## src/snx_consts.svh

```systemverilog
// Opcode, field and phase constants for the subtract and nibble swap datapath
`ifndef SNX_CONSTS_SVH
`define SNX_CONSTS_SVH
`define SNX_OPW 14
`define SNX_OP_HI 13
`define SNX_OP_LO 8
`define SNX_DEST_BIT 7
`define SNX_IDX_HI 6
`define SNX_OPC_SUB 6'h02
`define SNX_OPC_SWAP 6'h0E
`define SNX_ACC_RST 8'h00
`define SNX_FLAG_RST 1'b0
`define SNX_PHASES 4
`endif

```

## src/snx_pkg.sv

```systemverilog
// Types for the subtract and nibble swap datapath
package snx_pkg;
	typedef enum logic [1:0]
	{
		SNX_Q1 = 2'b00,
		SNX_Q2 = 2'b01,
		SNX_Q3 = 2'b11,
		SNX_Q4 = 2'b10
	} snx_phase_e;
	typedef enum logic [1:0]
	{
		SNX_NONE = 2'b00,
		SNX_SUB = 2'b01,
		SNX_SWAP = 2'b10
	} snx_op_e;
endpackage

```

## src/snx_exec.sv

```systemverilog
// Execution unit for subtract_acc_from_reg and exchange_nibbles_op
// Behaviour
// - Subtract opcode computes register minus accumulator, updating carry, nibble borrow, zero.
// - Destination bit 0 sends the difference to the accumulator only.
// - Destination bit 1 writes the difference back to the register only.
// - One cycle of four phases: decode, read register, compute, write destination.
`timescale 1ns/1ps
`default_nettype none
`include "snx_consts.svh"
module snx_exec #(
	parameter int WIDTH = 8,
	parameter int IDXW = 7
) (
	input wire logic sys_clk_in,
	input wire logic rstn_in,
	input wire logic instr_valid_in,
	input wire logic [`SNX_OPW-1:0] instr_in,
	input wire logic [WIDTH-1:0] rf_rdata_in,
	output logic [IDXW-1:0] rf_addr_out,
	output logic rf_rd_out,
	output logic [WIDTH-1:0] rf_wdata_out,
	output logic rf_we_out,
	output logic [WIDTH-1:0] acc_out,
	output logic carry_out,
	output logic nibble_borrow_flag_out,
	output logic zero_out,
	output logic [1:0] phase_out,
	output logic busy_out,
	output logic done_out
);
	snx_pkg::snx_phase_e phase_r;
	snx_pkg::snx_op_e op_r;
	logic dest_r;
	logic [IDXW-1:0] idx_r;
	logic [WIDTH-1:0] opnd_r;
	logic [WIDTH-1:0] res_r;
	logic c_r;
	logic dc_r;
	logic z_r;
	logic [WIDTH-1:0] acc_r;
	logic [WIDTH-1:0] alu_res;
	logic alu_c;
	logic alu_dc;
	logic alu_z;
	logic [WIDTH-1:0] wdata_r;
	logic we_r;
	logic done_r;
	logic rd_r;
	logic [5:0] opc;

	// ----------------------------------------------------------------
	// Parameter check
	// ----------------------------------------------------------------
	// The opcode word fixes the field widths, so other sizes cannot be decoded
	if (IDXW != `SNX_IDX_HI + 1 || WIDTH != 8)
	begin : g_bad_size
		$error("snx_exec serves an 8-bit data path with a 7-bit index only");
	end

	assign opc = instr_in[`SNX_OP_HI:`SNX_OP_LO];

	// ----------------------------------------------------------------
	// Phase sequencer
	// ----------------------------------------------------------------
	// Idles in Q1 until an instruction is offered; other opcodes are not ours and pass
	// A new instruction may enter in the Q1 right after Q4, four cycles apart
	always_ff @(posedge sys_clk_in or negedge rstn_in)
	begin
		if (!rstn_in)
			phase_r <= snx_pkg::SNX_Q1;
		else
			case (phase_r)
				snx_pkg::SNX_Q1:
					if (instr_valid_in && (opc == `SNX_OPC_SUB || opc == `SNX_OPC_SWAP))
						phase_r <= snx_pkg::SNX_Q2;
				snx_pkg::SNX_Q2:
					phase_r <= snx_pkg::SNX_Q3;
				snx_pkg::SNX_Q3:
					phase_r <= snx_pkg::SNX_Q4;
				snx_pkg::SNX_Q4:
					phase_r <= snx_pkg::SNX_Q1;
				default:
					phase_r <= snx_pkg::SNX_Q1;
			endcase
	end

	// ----------------------------------------------------------------
	// Decode in Q1
	// ----------------------------------------------------------------
	// Foreign opcodes still load the fields; op_r at none keeps them from writing
	always_ff @(posedge sys_clk_in or negedge rstn_in)
	begin
		if (!rstn_in)
		begin
			op_r <= snx_pkg::SNX_NONE;
			dest_r <= 1'b0;
			idx_r <= '0;
		end
		else if (phase_r == snx_pkg::SNX_Q1 && instr_valid_in)
		begin
			if (opc == `SNX_OPC_SUB)
				op_r <= snx_pkg::SNX_SUB;
			else if (opc == `SNX_OPC_SWAP)
				op_r <= snx_pkg::SNX_SWAP;
			else
				op_r <= snx_pkg::SNX_NONE;
			dest_r <= instr_in[`SNX_DEST_BIT];
			idx_r <= instr_in[`SNX_IDX_HI:0];
		end
	end

	// ----------------------------------------------------------------
	// Read in Q2, compute in Q3
	// ----------------------------------------------------------------
	// Read strobe is registered so the file sees the address a full phase before sampling
	always_ff @(posedge sys_clk_in or negedge rstn_in)
	begin
		if (!rstn_in)
			rd_r <= 1'b0;
		else
			rd_r <= (phase_r == snx_pkg::SNX_Q1) && instr_valid_in
				&& (opc == `SNX_OPC_SUB || opc == `SNX_OPC_SWAP);
	end

	// The operand is captured once, so the file may change its read data after Q2
	always_ff @(posedge sys_clk_in or negedge rstn_in)
	begin
		if (!rstn_in)
			opnd_r <= '0;
		else if (phase_r == snx_pkg::SNX_Q2)
			opnd_r <= rf_rdata_in;
	end

	snx_alu #(
		.WIDTH(WIDTH)
	) u_alu (
		.reg_val_in(opnd_r),
		.acc_val_in(acc_r),
		.swap_sel_in(op_r == snx_pkg::SNX_SWAP),
		.result_out(alu_res),
		.carry_out(alu_c),
		.nibble_borrow_flag_out(alu_dc),
		.zero_out(alu_z)
	);

	always_ff @(posedge sys_clk_in or negedge rstn_in)
	begin
		if (!rstn_in)
			res_r <= '0;
		else if (phase_r == snx_pkg::SNX_Q3)
			res_r <= alu_res;
	end

	// ----------------------------------------------------------------
	// Write destination in Q4, flags at the end of Q3
	// ----------------------------------------------------------------
	always_ff @(posedge sys_clk_in or negedge rstn_in)
	begin
		if (!rstn_in)
			acc_r <= WIDTH'(`SNX_ACC_RST);
		else if (phase_r == snx_pkg::SNX_Q4 && op_r != snx_pkg::SNX_NONE && !dest_r)
			acc_r <= res_r;
	end

	// Flags load at the end of Q3 so they already stand beside done_out in Q4
	// Swap leaves the flags as they were
	always_ff @(posedge sys_clk_in or negedge rstn_in)
	begin
		if (!rstn_in)
		begin
			c_r <= `SNX_FLAG_RST;
			dc_r <= `SNX_FLAG_RST;
			z_r <= `SNX_FLAG_RST;
		end
		else if (phase_r == snx_pkg::SNX_Q3 && op_r == snx_pkg::SNX_SUB)
		begin
			c_r <= alu_c;
			dc_r <= alu_dc;
			z_r <= alu_z;
		end
	end

	// Strobe and data are registered so the file sees both settled well before its edge
	always_ff @(posedge sys_clk_in or negedge rstn_in)
	begin
		if (!rstn_in)
			we_r <= 1'b0;
		else
			we_r <= (phase_r == snx_pkg::SNX_Q3) && (op_r != snx_pkg::SNX_NONE) && dest_r;
	end

	always_ff @(posedge sys_clk_in or negedge rstn_in)
	begin
		if (!rstn_in)
			wdata_r <= '0;
		else if (phase_r == snx_pkg::SNX_Q3)
			wdata_r <= alu_res;
	end

	always_ff @(posedge sys_clk_in or negedge rstn_in)
	begin
		if (!rstn_in)
			done_r <= 1'b0;
		else
			done_r <= (phase_r == snx_pkg::SNX_Q3) && (op_r != snx_pkg::SNX_NONE);
	end

	// ----------------------------------------------------------------
	// Outputs
	// ----------------------------------------------------------------
	// Busy is decoded straight from the phase register, so it adds no delay
	assign rf_addr_out = idx_r;
	assign rf_rd_out = rd_r;
	assign rf_wdata_out = wdata_r;
	assign rf_we_out = we_r;
	assign acc_out = acc_r;
	assign carry_out = c_r;
	assign nibble_borrow_flag_out = dc_r;
	assign zero_out = z_r;
	assign phase_out = phase_r;
	assign busy_out = (phase_r != snx_pkg::SNX_Q1);
	assign done_out = done_r;
endmodule
`default_nettype wire

```

## src/snx_alu.sv

```systemverilog
// Combinational subtract and nibble swap unit
`timescale 1ns/1ps
`default_nettype none
module snx_alu #(
	parameter int WIDTH = 8
) (
	input wire logic [WIDTH-1:0] reg_val_in,
	input wire logic [WIDTH-1:0] acc_val_in,
	input wire logic swap_sel_in,
	output logic [WIDTH-1:0] result_out,
	output logic carry_out,
	output logic nibble_borrow_flag_out,
	output logic zero_out
);
	localparam int H = WIDTH / 2;
	logic [WIDTH:0] diff;
	logic [H:0] low_diff;
	// Nibble carry needs two equal halves
	if (WIDTH < 2 || (WIDTH % 2) != 0)
	begin : g_bad_width
		$error("snx_alu needs an even width of at least 2");
	end
	// Two's complement: add the inverse plus one, carry set means no borrow
	assign diff = {1'b0, reg_val_in} + {1'b0, ~acc_val_in} + {{WIDTH{1'b0}}, 1'b1};
	assign low_diff = {1'b0, reg_val_in[H-1:0]} + {1'b0, ~acc_val_in[H-1:0]}
		+ {{H{1'b0}}, 1'b1};
	always_comb
	begin
		if (swap_sel_in)
			result_out = {reg_val_in[H-1:0], reg_val_in[WIDTH-1:H]};
		else
			result_out = diff[WIDTH-1:0];
	end
	assign carry_out = diff[WIDTH];
	assign nibble_borrow_flag_out = low_diff[H];
	assign zero_out = (diff[WIDTH-1:0] == {WIDTH{1'b0}});
endmodule
`default_nettype wire

```

## config.mk

```make
export PLATFORM = sky130hd
export DESIGN_NAME = snx_exec
export DESIGN_NICKNAME = d
export VERILOG_FILES = /design/src/snx_pkg.sv /design/src/snx_exec.sv /design/src/snx_alu.sv
export VERILOG_INCLUDE_DIRS = /design/src
export SDC_FILE = /design/constraint.sdc
export NUM_CORES = 1
export LEC_CHECK = 0
export ABC_AREA = 1
export BUFFER_PORTS_ARGS = -buffer_cell sky130_fd_sc_hd__buf_2
export CORE_ASPECT_RATIO = 0.6
export CORE_MARGIN = 5
export CORE_UTILIZATION = 56
export CTS_CLUSTER_DIAMETER = 40
export DETAILED_ROUTE_END_ITERATION = 7
export HOLD_SLACK_MARGIN = 0.02
export PLACE_DENSITY = 0.84
export SYNTH_ARGS = -nofsm -noshare
export SYNTH_HDL_FRONTEND = slang
export SYNTH_SLANG_ARGS = --single-unit
export TNS_END_PERCENT = 50
```

## constraint.sdc

```tcl
create_clock -name sys_clk_in -period 2.7 [get_ports sys_clk_in]
set_input_delay 0.675 -clock sys_clk_in [delete_from_list [all_inputs] [get_ports sys_clk_in]]
set_output_delay 0.675 -clock sys_clk_in [all_outputs]
set_load 0.005 [all_outputs]
```

==> metrics.txt, run 1 <==
VDD IR max=610.9 uV; buffer and inverter count on the worst path=1; htree depth=2; NetSw=1.107 mW; post-route ant nets=0; first-pass GRT wire length=8.148 mm; Reg2Reg Depth=11; Die Y=57.82 um; status=completed; gr usage total=0.1932; Most Frequent Cell on Critical Path=nand2_1; Hold Path Cell Cnt=2; largest net degree at the start of global routing=43; R2R Path Start=acc_out[0]; final wirelength=4.927 mm; final net count=353; Port Buf Inserts=56; crit path kind=reg2reg; fin util=0.6885; # diodes=0; Overflow after GRT=0; chip width=89.71 um; post-synthesis cell type count=30; leakage=1.453 nW; layout cells sized above 1=0.2438; worst-margin pin slew=0.9095 ns; startpoint types=flop; CP required=2.93 ns; CP Max Fanout=3; GPL Wtd Cong=0.9655; Clock Latency Late Sink=0.29 ns; post-synthesis average cell area=8.147 um^2; Final Cycle Share=0.6924; area grow syn2layout=18.70%; Hold Startpoint=rf_addr_out[6]; pwr dens=1053 nW/um^2; Int Pwr=1.562 mW; Cell Chain, Critical Path=ha_1 -> fa_1 -> inv_1 -> nand2_1 -> nand2_1 -> nand3_1 -> nand2_1 -> nand3_1 -> nor2_1 -> nand3_1 -> nand2_1; Post-CTS Resized=0; Via density=5.025; ys async rst share=1.000; hold endpoint=rf_addr_out[6]; worst slack, placed=0.8567 ns; setup slack after layout=0.8306 ns; DRT Pass-1 Iters=4; DPL Wire Length=3.760 mm; arrival time worst endpoint=2.10 ns; CORE AREA=3680 um^2; CTS buffer count=5; Clock Power Share=0.154; Max Clock Freq=534.9 MHz; CP Capture Type=flop; Syn Inst Count=262; share of the synthesized area in the top cell type=0.4924; cell family with most CP delay=simple AND/OR/NAND/NOR gates; number of enable flip-flop cells after synthesis=0; CTS tree=done; Worst slew margin=0.3937; max-slew violations=0; antenna violations before repair=0; Die Footprint=5187 um^2; commonest non-fill, non-tap cell in the layout=nand2_1; Mapped Area=2135 um^2; Seq pwr share=0.383; Synth area leaders=dfrtp_1, nand2_1, inv_1, ha_1, nor2_1; root buf cell=clkbuf_8; Synth Warn #=0; setup_tns=0 ns; Layout Skew=0.002231 ns; clk sinks=42; Setup Viol. Count Final=0; clk slew on worst S/H paths=0.07 ns; Post-CTS Setup Bufs=0; r2r setup slk=0.83 ns; RSZ-0062 raised after global routing=no; most frequent cells in the layout=nand2_1, buf_2, dfrtp_1, inv_1, nor2_1; post-synthesis sequential area ratio=0.4924; via count=1844; vias in the first global route=1748; First DRT Iteration DRCs=172; Hold Crit Class=reg2reg; drc violations=0; sw frac=0.4146; Crit path largest cell delay=0.41 ns; largest area contributor in the netlist=dfrtp_1; CTS Buffer Depth=2; Slowest-stage cell, CP=dfrtp_1; Initial Utilization=0.5801; post-synth net total=296; Cell Rows=17; ys flop type=dfrtp_1; CTS hold repair buffers=0; minimum clock period after layout=1.869 ns; Logic pwr share=0.463; DR WL/cell=13.43 um; Synth Register Bits=42; Top Ports=57; Hold Violations, Final=0; Crit Reg-Reg Endpoint=zero_out; MaxCap Viol Count=0
==> power groups by stage <==
stage	sequential (mW)	combinational, mW	clock, mW
floorplan	1.00	0.839	0
global placement	1.01	1.18	0
detailed placement	1.03	1.22	0
CTS	1.02	1.24	0.422
global route	1.05	1.42	0.452
finish	1.02	1.24	0.410
==> how the worst max path moves through the flow <==
stage	startpoint	depth (start not counted)	to	slack [ns]
CTS	acc_out[0]	12	res_r[6]	0.84
finish	acc_out[0]	11	zero_out	0.83
floorplan	acc_out[0]	12	res_r[6]	1.01
detailed placement	acc_out[0]	12	res_r[6]	0.86
global placement	acc_out[0]	12	res_r[6]	0.93
global route	acc_out[0]	12	res_r[6]	0.68
==> sequential cells by signal, summed over array words and instances (netlist names) <==
register	cells
acc_out	8
opnd_r	8
res_r	8
rf_addr_out	7
op_r	2
phase_out	2
carry_out	1
dest_r	1
done_out	1
nibble_borrow_flag_out	1
rf_rd_out	1
rf_we_out	1
zero_out	1
==> synthesized netlist by cell type (2+ instances only) <==
| master | instances |
|---|---|
| a21oi_1 | 12 |
| buf_2 | 4 |
| dfrtp_1 | 42 |
| ha_1 | 8 |
| inv_1 | 36 |
| mux2_2 | 6 |
| nand2_1 | 78 |
| nand3_1 | 16 |
| nand4_1 | 2 |
| nor2_1 | 24 |
| o21ai_0 | 9 |
| o21ai_1 | 5 |
| o22ai_1 | 2 |
| or2_2 | 2 |
==> worst reg2reg max path: cells and delay by family (launching register included) <==
| kind | cells | cell delay, ns |
|---|---|---|
| fa+ha+maj | 2 | 0.62 |
| flops | 1 | 0.41 |
| simple gates | 8 | 0.68 |
| buf+inv | 1 | 0.11 |
==> per-stage QoR <==
| stage | instances | hold WS (ns) | power (mW) | area (um^2) |
|---|---|---|---|---|
| floorplan | 262 | 0.3794 | 1.839 | 2135 |
| global placement | 359 | 0.4490 | 2.198 | 2442 |
| CTS | 367 | 0.4716 | 2.673 | 2534 |
| global route | 367 | 0.4979 | 2.920 | 2534 |
| finish | 367 | 0.4677 | 2.669 | 2534 |
| detailed placement | 359 | 0.4529 | 2.250 | 2442 |
==> metal layers <==
metal / track usage / vias to the layer above / routed length (um)
li1: - / 948 / -
met1: 0.2888 / 826 / 2401
met2: 0.2740 / 66 / 2074
met3: 0.06096 / 4 / 424
met4: 0.04095 / 0 / 27
met5: 0 / - / 0
==> kinds of logic (layout without fill, tap and decap cells) <==
logic type	Yosys count	after routing	share of synthesized area
mux	6	6	0.03165
fa+ha+maj	9	9	0.05627
flops	42	42	0.4924
buf+inv	44	102	0.08206
compound gates	32	32	0.08089
simple gates	129	129	0.2567
==> layout make-up <==
type / instances / area, um^2
clock buffer: 7 / 86.33
clock inverter: 1 / 5.005
fill: 312 / 1146
inverter: 38 / 143.9
multi-input combinational: 176 / 908.4
sequential: 42 / 1051
tap: 47 / 58.81
timing repair buffer: 56 / 280.3
(Power assumes the default switching activity.)
==> run 2, diff against run 1 <==
--- a/config.mk
+++ b/config.mk
@@ -10,11 +10,11 @@
 export BUFFER_PORTS_ARGS = -buffer_cell sky130_fd_sc_hd__buf_2
 export CORE_ASPECT_RATIO = 0.6
 export CORE_MARGIN = 5
-export CORE_UTILIZATION = 56
+export CORE_UTILIZATION = 52
 export CTS_CLUSTER_DIAMETER = 40
 export DETAILED_ROUTE_END_ITERATION = 7
 export HOLD_SLACK_MARGIN = 0.02
-export PLACE_DENSITY = 0.84
+export PLACE_DENSITY = 0.79
 export SYNTH_ARGS = -nofsm -noshare
 export SYNTH_HDL_FRONTEND = slang
 export SYNTH_SLANG_ARGS = --single-unit
==> constraint.sdc (replaced) <==
create_clock -name sys_clk_in -period 1.8 [get_ports sys_clk_in]
set_input_delay 0.45 -clock sys_clk_in [delete_from_list [all_inputs] [get_ports sys_clk_in]]
set_output_delay 0.45 -clock sys_clk_in [all_outputs]
set_load 0.005 [all_outputs]
==> metrics.txt, run 2 (same netlist as run 1, synthesis figures left out) <==
crit path kind=reg2reg (unchanged); status=completed (unchanged); final wirelength=5.123 mm (was 4.927 mm); dpl cells=366 (was 359); most frequent cells in the layout=nand2_1, buf_2, dfrtp_1, inv_1, nor2_1 (unchanged); DRT Pass-1 Iters=4 (unchanged); CTS tree=done (unchanged); CP startpoint=opnd_r[0] (was acc_out[0]); footprint of the multi-input gates=942.2 um^2 (was 908.4 um^2); pwr dens=1606 nW/um^2 (was 1053 nW/um^2); R2R Path Start=opnd_r[0] (was acc_out[0]); Cell Chain, Critical Path=inv_2 -> ha_4 -> fa_2 -> nand4_1 -> nor2_1 -> nand3_1 -> nor2_1 -> nand3_1 -> nand2_1 (was ha_1 -> fa_1 -> inv_1 -> nand2_1 -> nand2_1 -> nand3_1 -> nand2_1 -> nand3_1 -> nor2_1 -> nand3_1 -> nand2_1); # diodes=0 (unchanged); worst-margin pin slew=0.5050 ns (was 0.9095 ns); Min Hold Slack=0.07114 ns (was 0.4677 ns); CP Max Fanout=2 (was 3); Via density=4.968 (was 5.025); layout filler cell count=350 (was 312); Worst slew margin=0.6625 (was 0.3937); placed inst area=2489 um^2 (was 2442 um^2); vias in the first global route=1739 (was 1748); RSZ-0062 raised after global routing=yes (was no); Max Clock Freq=560.2 MHz (was 534.9 MHz); Layout Skew=0.004740 ns (was 0.002231 ns); commonest non-fill, non-tap cell in the layout=nand2_1 (unchanged); Reg2Reg Depth=9 (was 11); r2r setup slk=0.01 ns (was 0.83 ns); antenna violations before repair=0 (unchanged); leakage=1.497 nW (was 1.453 nW); Setup Viol. Count Final=0 (unchanged); VDD IR max=767.1 uV (was 610.9 uV); arrival time worst endpoint=2.02 ns (was 2.10 ns); Cell Rows=18 (was 17); CP endpoint=zero_out (unchanged); MaxCap Viol Count=0 (unchanged); layout cells sized above 1=0.2896 (was 0.2438); Slowest-stage cell, CP=fa_2 (was dfrtp_1); CP required=2.03 ns (was 2.93 ns); CORE AREA=4031 um^2 (was 3680 um^2); GPL Wtd Cong=0.9185 (was 0.9655); clk slew on worst S/H paths=0.08 ns (was 0.07 ns); non-filler cells, final=378 (was 367); gr usage total=0.1939 (was 0.1932); area grow syn2layout=24.74% (was 18.70%); clk sinks=42 (unchanged); First DRT Iteration DRCs=90 (was 172); startpoint types=flop (unchanged); Port Buf Inserts=56 (unchanged); CTS Buffer Depth=2 (unchanged); Hold Crit Class=in2async (was reg2reg); Die Footprint=5529 um^2 (was 5187 um^2); Crit path largest cell delay=0.55 ns (was 0.41 ns); final std cell area, no fill=2663 um^2 (was 2534 um^2); first-pass GRT wire length=8.273 mm (was 8.148 mm); CP Capture Type=flop (unchanged); DR WL/cell=13.55 um (was 13.43 um); Clock Latency Late Sink=0.29 ns (about the same); chip width=92.72 um (was 89.71 um); htree depth=2 (unchanged); Crit Reg-Reg Endpoint=zero_out (unchanged); via count=1878 (was 1844); fin util=0.6605 (was 0.6885); Die Y=59.63 um (was 57.82 um); drc violations=0 (unchanged); Initial Utilization=0.5295 (was 0.5801); Top Ports=57 (unchanged); minimum clock period after layout=1.785 ns (was 1.869 ns); final net count=361 (was 353); Final Cycle Share=0.9918 (was 0.6924); max-slew violations=0 (unchanged); post-route ant nets=0 (unchanged); largest net degree at the start of global routing=28 (was 43); DPL Wire Length=3.892 mm (was 3.760 mm); FF/Latch Area=1051 um^2 (unchanged); Overflow after GRT=0 (unchanged); root buf cell=clkbuf_8 (unchanged); Hold Violations, Final=0 (unchanged); CTS buffer count=5 (unchanged)
==> run 2: cell count changes in the layout (fill, tap and decap cells not counted), sizes merged <==
cell / change
clkinvlp: +1
clkbuf: -1
bufinv: +1
buf: +8
clkinv: -1
==> run 2: final cells by class <==
cell class | instances | share of cell area
timing repair buffer | 64 | 0.1325
sequential | 42 | 0.3947
inverter | 38 | 0.05404
multi-input combinational | 176 | 0.3539
clock inverter | 2 | 0.01410
clock buffer | 6 | 0.02726
tap | 50 | 0.02350
==> run 2: how the worst min path moves through the flow <==
stage                     startpoint    endpoint  slack [ns]  cells past startpoint
after floorplan              rstn_in  acc_out[0]        0.15                      0
after global placement       rstn_in  acc_out[5]        0.39                      1
after detailed placement     rstn_in  acc_out[5]        0.40                      1
after CTS                    rstn_in  acc_out[5]        0.08                      1
after global routing         rstn_in  acc_out[5]         0.1                      1
final                        rstn_in  acc_out[5]        0.07                      1
==> run 2: power breakdown <==
group	switching [mW]	leakage, nW	internal [mW]
clock	0.321	0.0514	0.414
combinational	1.15	0.922	0.868
sequential	0.251	0.523	1.27
==> run 2: repair_timing <==
item	CTS	global route
resized for setup	2	8
setup buffers	0	4
hold buffers	0	0
pin swaps	0	8
setup endpoints to repair	1	4
==> run 2: critical path: cells and delay by family (launching register included) <==
family        cells  cell delay, ns
simple gates      6            0.58
fa+ha+maj         2            0.71
buf+inv           1            0.06
flops             1            0.37
==> run 2: metal layers <==
metal / part of all wire / global-route usage
met1: 0.50 / 0.2952
met2: 0.41 / 0.2722
met3: 0.083 / 0.05076
met4: 0.0090 / 0.05219
met5: 0 / 0
==> run 2: per-stage QoR <==
stage          setup TNS [ns]  worst slack, ns  power, mW
3_3_place_gp                0          0.03734      3.325
4_1_cts                     0         0.004878      4.139
2_1_floorplan               0           0.1127      2.759
6_report                    0          0.01482      4.277
5_1_grt               -0.1782          -0.1154      4.649
3_5_place_dp         -0.04796         -0.04796      3.385
==> run 3, diff against run 2 <==
--- a/config.mk
+++ b/config.mk
@@ -14,7 +14,7 @@
 export CTS_CLUSTER_DIAMETER = 40
 export DETAILED_ROUTE_END_ITERATION = 7
 export HOLD_SLACK_MARGIN = 0.02
-export PLACE_DENSITY = 0.79
+export PLACE_DENSITY = 0.9
 export SYNTH_ARGS = -nofsm -noshare
 export SYNTH_HDL_FRONTEND = slang
 export SYNTH_SLANG_ARGS = --single-unit
==> metrics.txt, run 3 (same netlist as run 1, synthesis figures left out) <==
CP Max Fanout=2 (unchanged); MaxCap Viol Count=0 (unchanged); NetSw=1.723 mW (was 1.726 mW); antenna violations before repair=0 (unchanged); GPL Wtd Cong=0.9138 (was 0.9185); Clock Latency Late Sink=0.29 ns (about the same); GR Util met2=0.2918 (was 0.2722); startpoint types=flop (unchanged); dpl cells=367 (was 366); leakage=1.505 nW (was 1.497 nW); Final Cycle Share=1.018 (was 0.9918); clk slew on worst S/H paths=0.08 ns (about the same); GR peak layer=met1 (unchanged); final net count=359 (was 361); Total Power=4.419 mW (was 4.277 mW); crit path kind=reg2reg (unchanged); DR WL/cell=13.96 um (was 13.55 um); Int Pwr=2.697 mW (was 2.551 mW); Worst slew margin=0.6786 (was 0.6625); max-slew violations=0 (unchanged); setup slack after layout=-0.03197 ns (was 0.01482 ns); Hold Violations, Final=0 (unchanged); clk sinks=42 (unchanged); Max Clock Freq=545.9 MHz (was 560.2 MHz); CP required=2.03 ns (about the same); largest net degree at the start of global routing=22 (was 28); gr usage total=0.2018 (was 0.1939); final wirelength=5.250 mm (was 5.123 mm); Hold Crit Class=in2async (unchanged); CTS hold repair buffers=0 (unchanged); First DRT Iteration DRCs=91 (was 90); chip width=92.72 um (unchanged); Setup Viol. Count Final=1 (was 0); Die Footprint=5529 um^2 (unchanged); drc violations=0 (unchanged); layout cells sized above 1=0.2975 (was 0.2896); area grow syn2layout=26.03% (was 24.74%); grt met3 use=0.05330 (was 0.05076); via count=1929 (was 1878); fin util=0.6673 (was 0.6605); DRT Pass-1 Iters=5 (was 4); VDD IR max=824.1 uV (was 767.1 uV); vias in the first global route=1815 (was 1739); status=finished, violations left (was completed); non-filler cells, final=376 (was 378); # diodes=0 (unchanged); Cell Rows=18 (unchanged); Initial Utilization=0.5295 (unchanged); Logic pwr share=0.450 (was 0.473); worst-margin pin slew=0.4809 ns (was 0.5050 ns); pwr dens=1643 nW/um^2 (was 1606 nW/um^2); worst slack, placed=-0.003916 ns (was -0.04796 ns); CTS buffer count=5 (unchanged); Port Buf Inserts=56 (unchanged); commonest non-fill, non-tap cell in the layout=nand2_1 (unchanged); final std cell area, no fill=2690 um^2 (was 2663 um^2); Top Ports=57 (unchanged); layout filler cell count=312 (was 350); sw frac=0.3898 (was 0.4035); Via density=5.130 (was 4.968); minimum clock period after layout=1.832 ns (was 1.785 ns); Layout Skew=0.005754 ns (was 0.004740 ns); Die Y=59.63 um (unchanged); setup_tns=-0.03197 ns (was 0 ns); Min Hold Slack=0.05566 ns (was 0.07114 ns); CORE AREA=4031 um^2 (unchanged); DPL Wire Length=4.001 mm (was 3.892 mm); Seq pwr share=0.345 (was 0.355); root buf cell=clkbuf_8 (unchanged); Clock Power Share=0.204 (was 0.172); Overflow after GRT=0 (unchanged); placed inst area=2496 um^2 (was 2489 um^2); arrival time worst endpoint=2.06 ns (was 2.02 ns); RSZ-0062 raised after global routing=yes (unchanged); CTS Buffer Depth=2 (unchanged); post-route ant nets=0 (unchanged); most frequent cells in the layout=nand2_1, buf_2, dfrtp_1, inv_1, nor2_1 (unchanged); htree depth=2 (unchanged); first-pass GRT wire length=8.556 mm (was 8.273 mm); CP Capture Type=flop (unchanged); GR Util met1=0.2961 (was 0.2952); CTS tree=done (unchanged); violated checks=negative setup slack
-- run 3: metal layers --
metal	routed length, um	vias up
met5	0	-
met4	46	0
met3	485	4
met2	2272	83
met1	2445	891
li1	-	951
-- run 3: power by group through the flow --
stage / clock network (mW) / registers, mW / logic [mW]
2_1_floorplan: 0 / 1.50 / 1.26
3_3_place_gp: 0 / 1.52 / 1.80
3_5_place_dp: 0 / 1.53 / 1.85
4_1_cts: 0.917 / 1.52 / 1.88
5_1_grt: 0.960 / 1.57 / 2.26
6_report: 0.904 / 1.53 / 1.99
-- run 3: path summary, 6_finish.rpt --
kind	start	end	slack (ns)	depth (start not counted)
worst min-delay path	rstn_in	acc_out[3]	0.06	1
worst max register to register	acc_out[0]	zero_out	-0.03	8
worst min register to register	rf_addr_out[4]	rf_addr_out[4]	0.47	2
max in group asynchronous	rstn_in	res_r[2]	1.31	2
worst max-delay path	acc_out[0]	zero_out	-0.03	8
min in group sys_clk_in	instr_in[7]	dest_r	0.35	3
-- run 3: repair_timing --
action	4_1_cts	5_1_grt
resized for setup	2	11
pin swaps	0	7
hold endpoints to repair	0	0
setup endpoints to repair	2	5
setup buffers	0	1
-- run 3: cell type report --
type | instances | area, um^2 | share of cell area
clock buffers | 6 | 82.58 | 0.03070
multi-input cells | 176 | 952.2 | 0.3540
well taps | 50 | 62.56 | 0.02326
clock inverters | 2 | 60.06 | 0.02233
inverters | 38 | 143.9 | 0.05349
flip-flops and latches | 42 | 1051 | 0.3907
repair buffers | 62 | 337.8 | 0.1256
-- run 3: worst max-delay path: stages, from the launching register on --
cell	delay (ns)
dfrtp_1	0.41
ha_4	0.18
fa_2	0.54
nand4_1	0.10
nor2_2	0.15
nand3_2	0.09
nor2_1	0.13
nand3_1	0.08
nand2_1	0.08
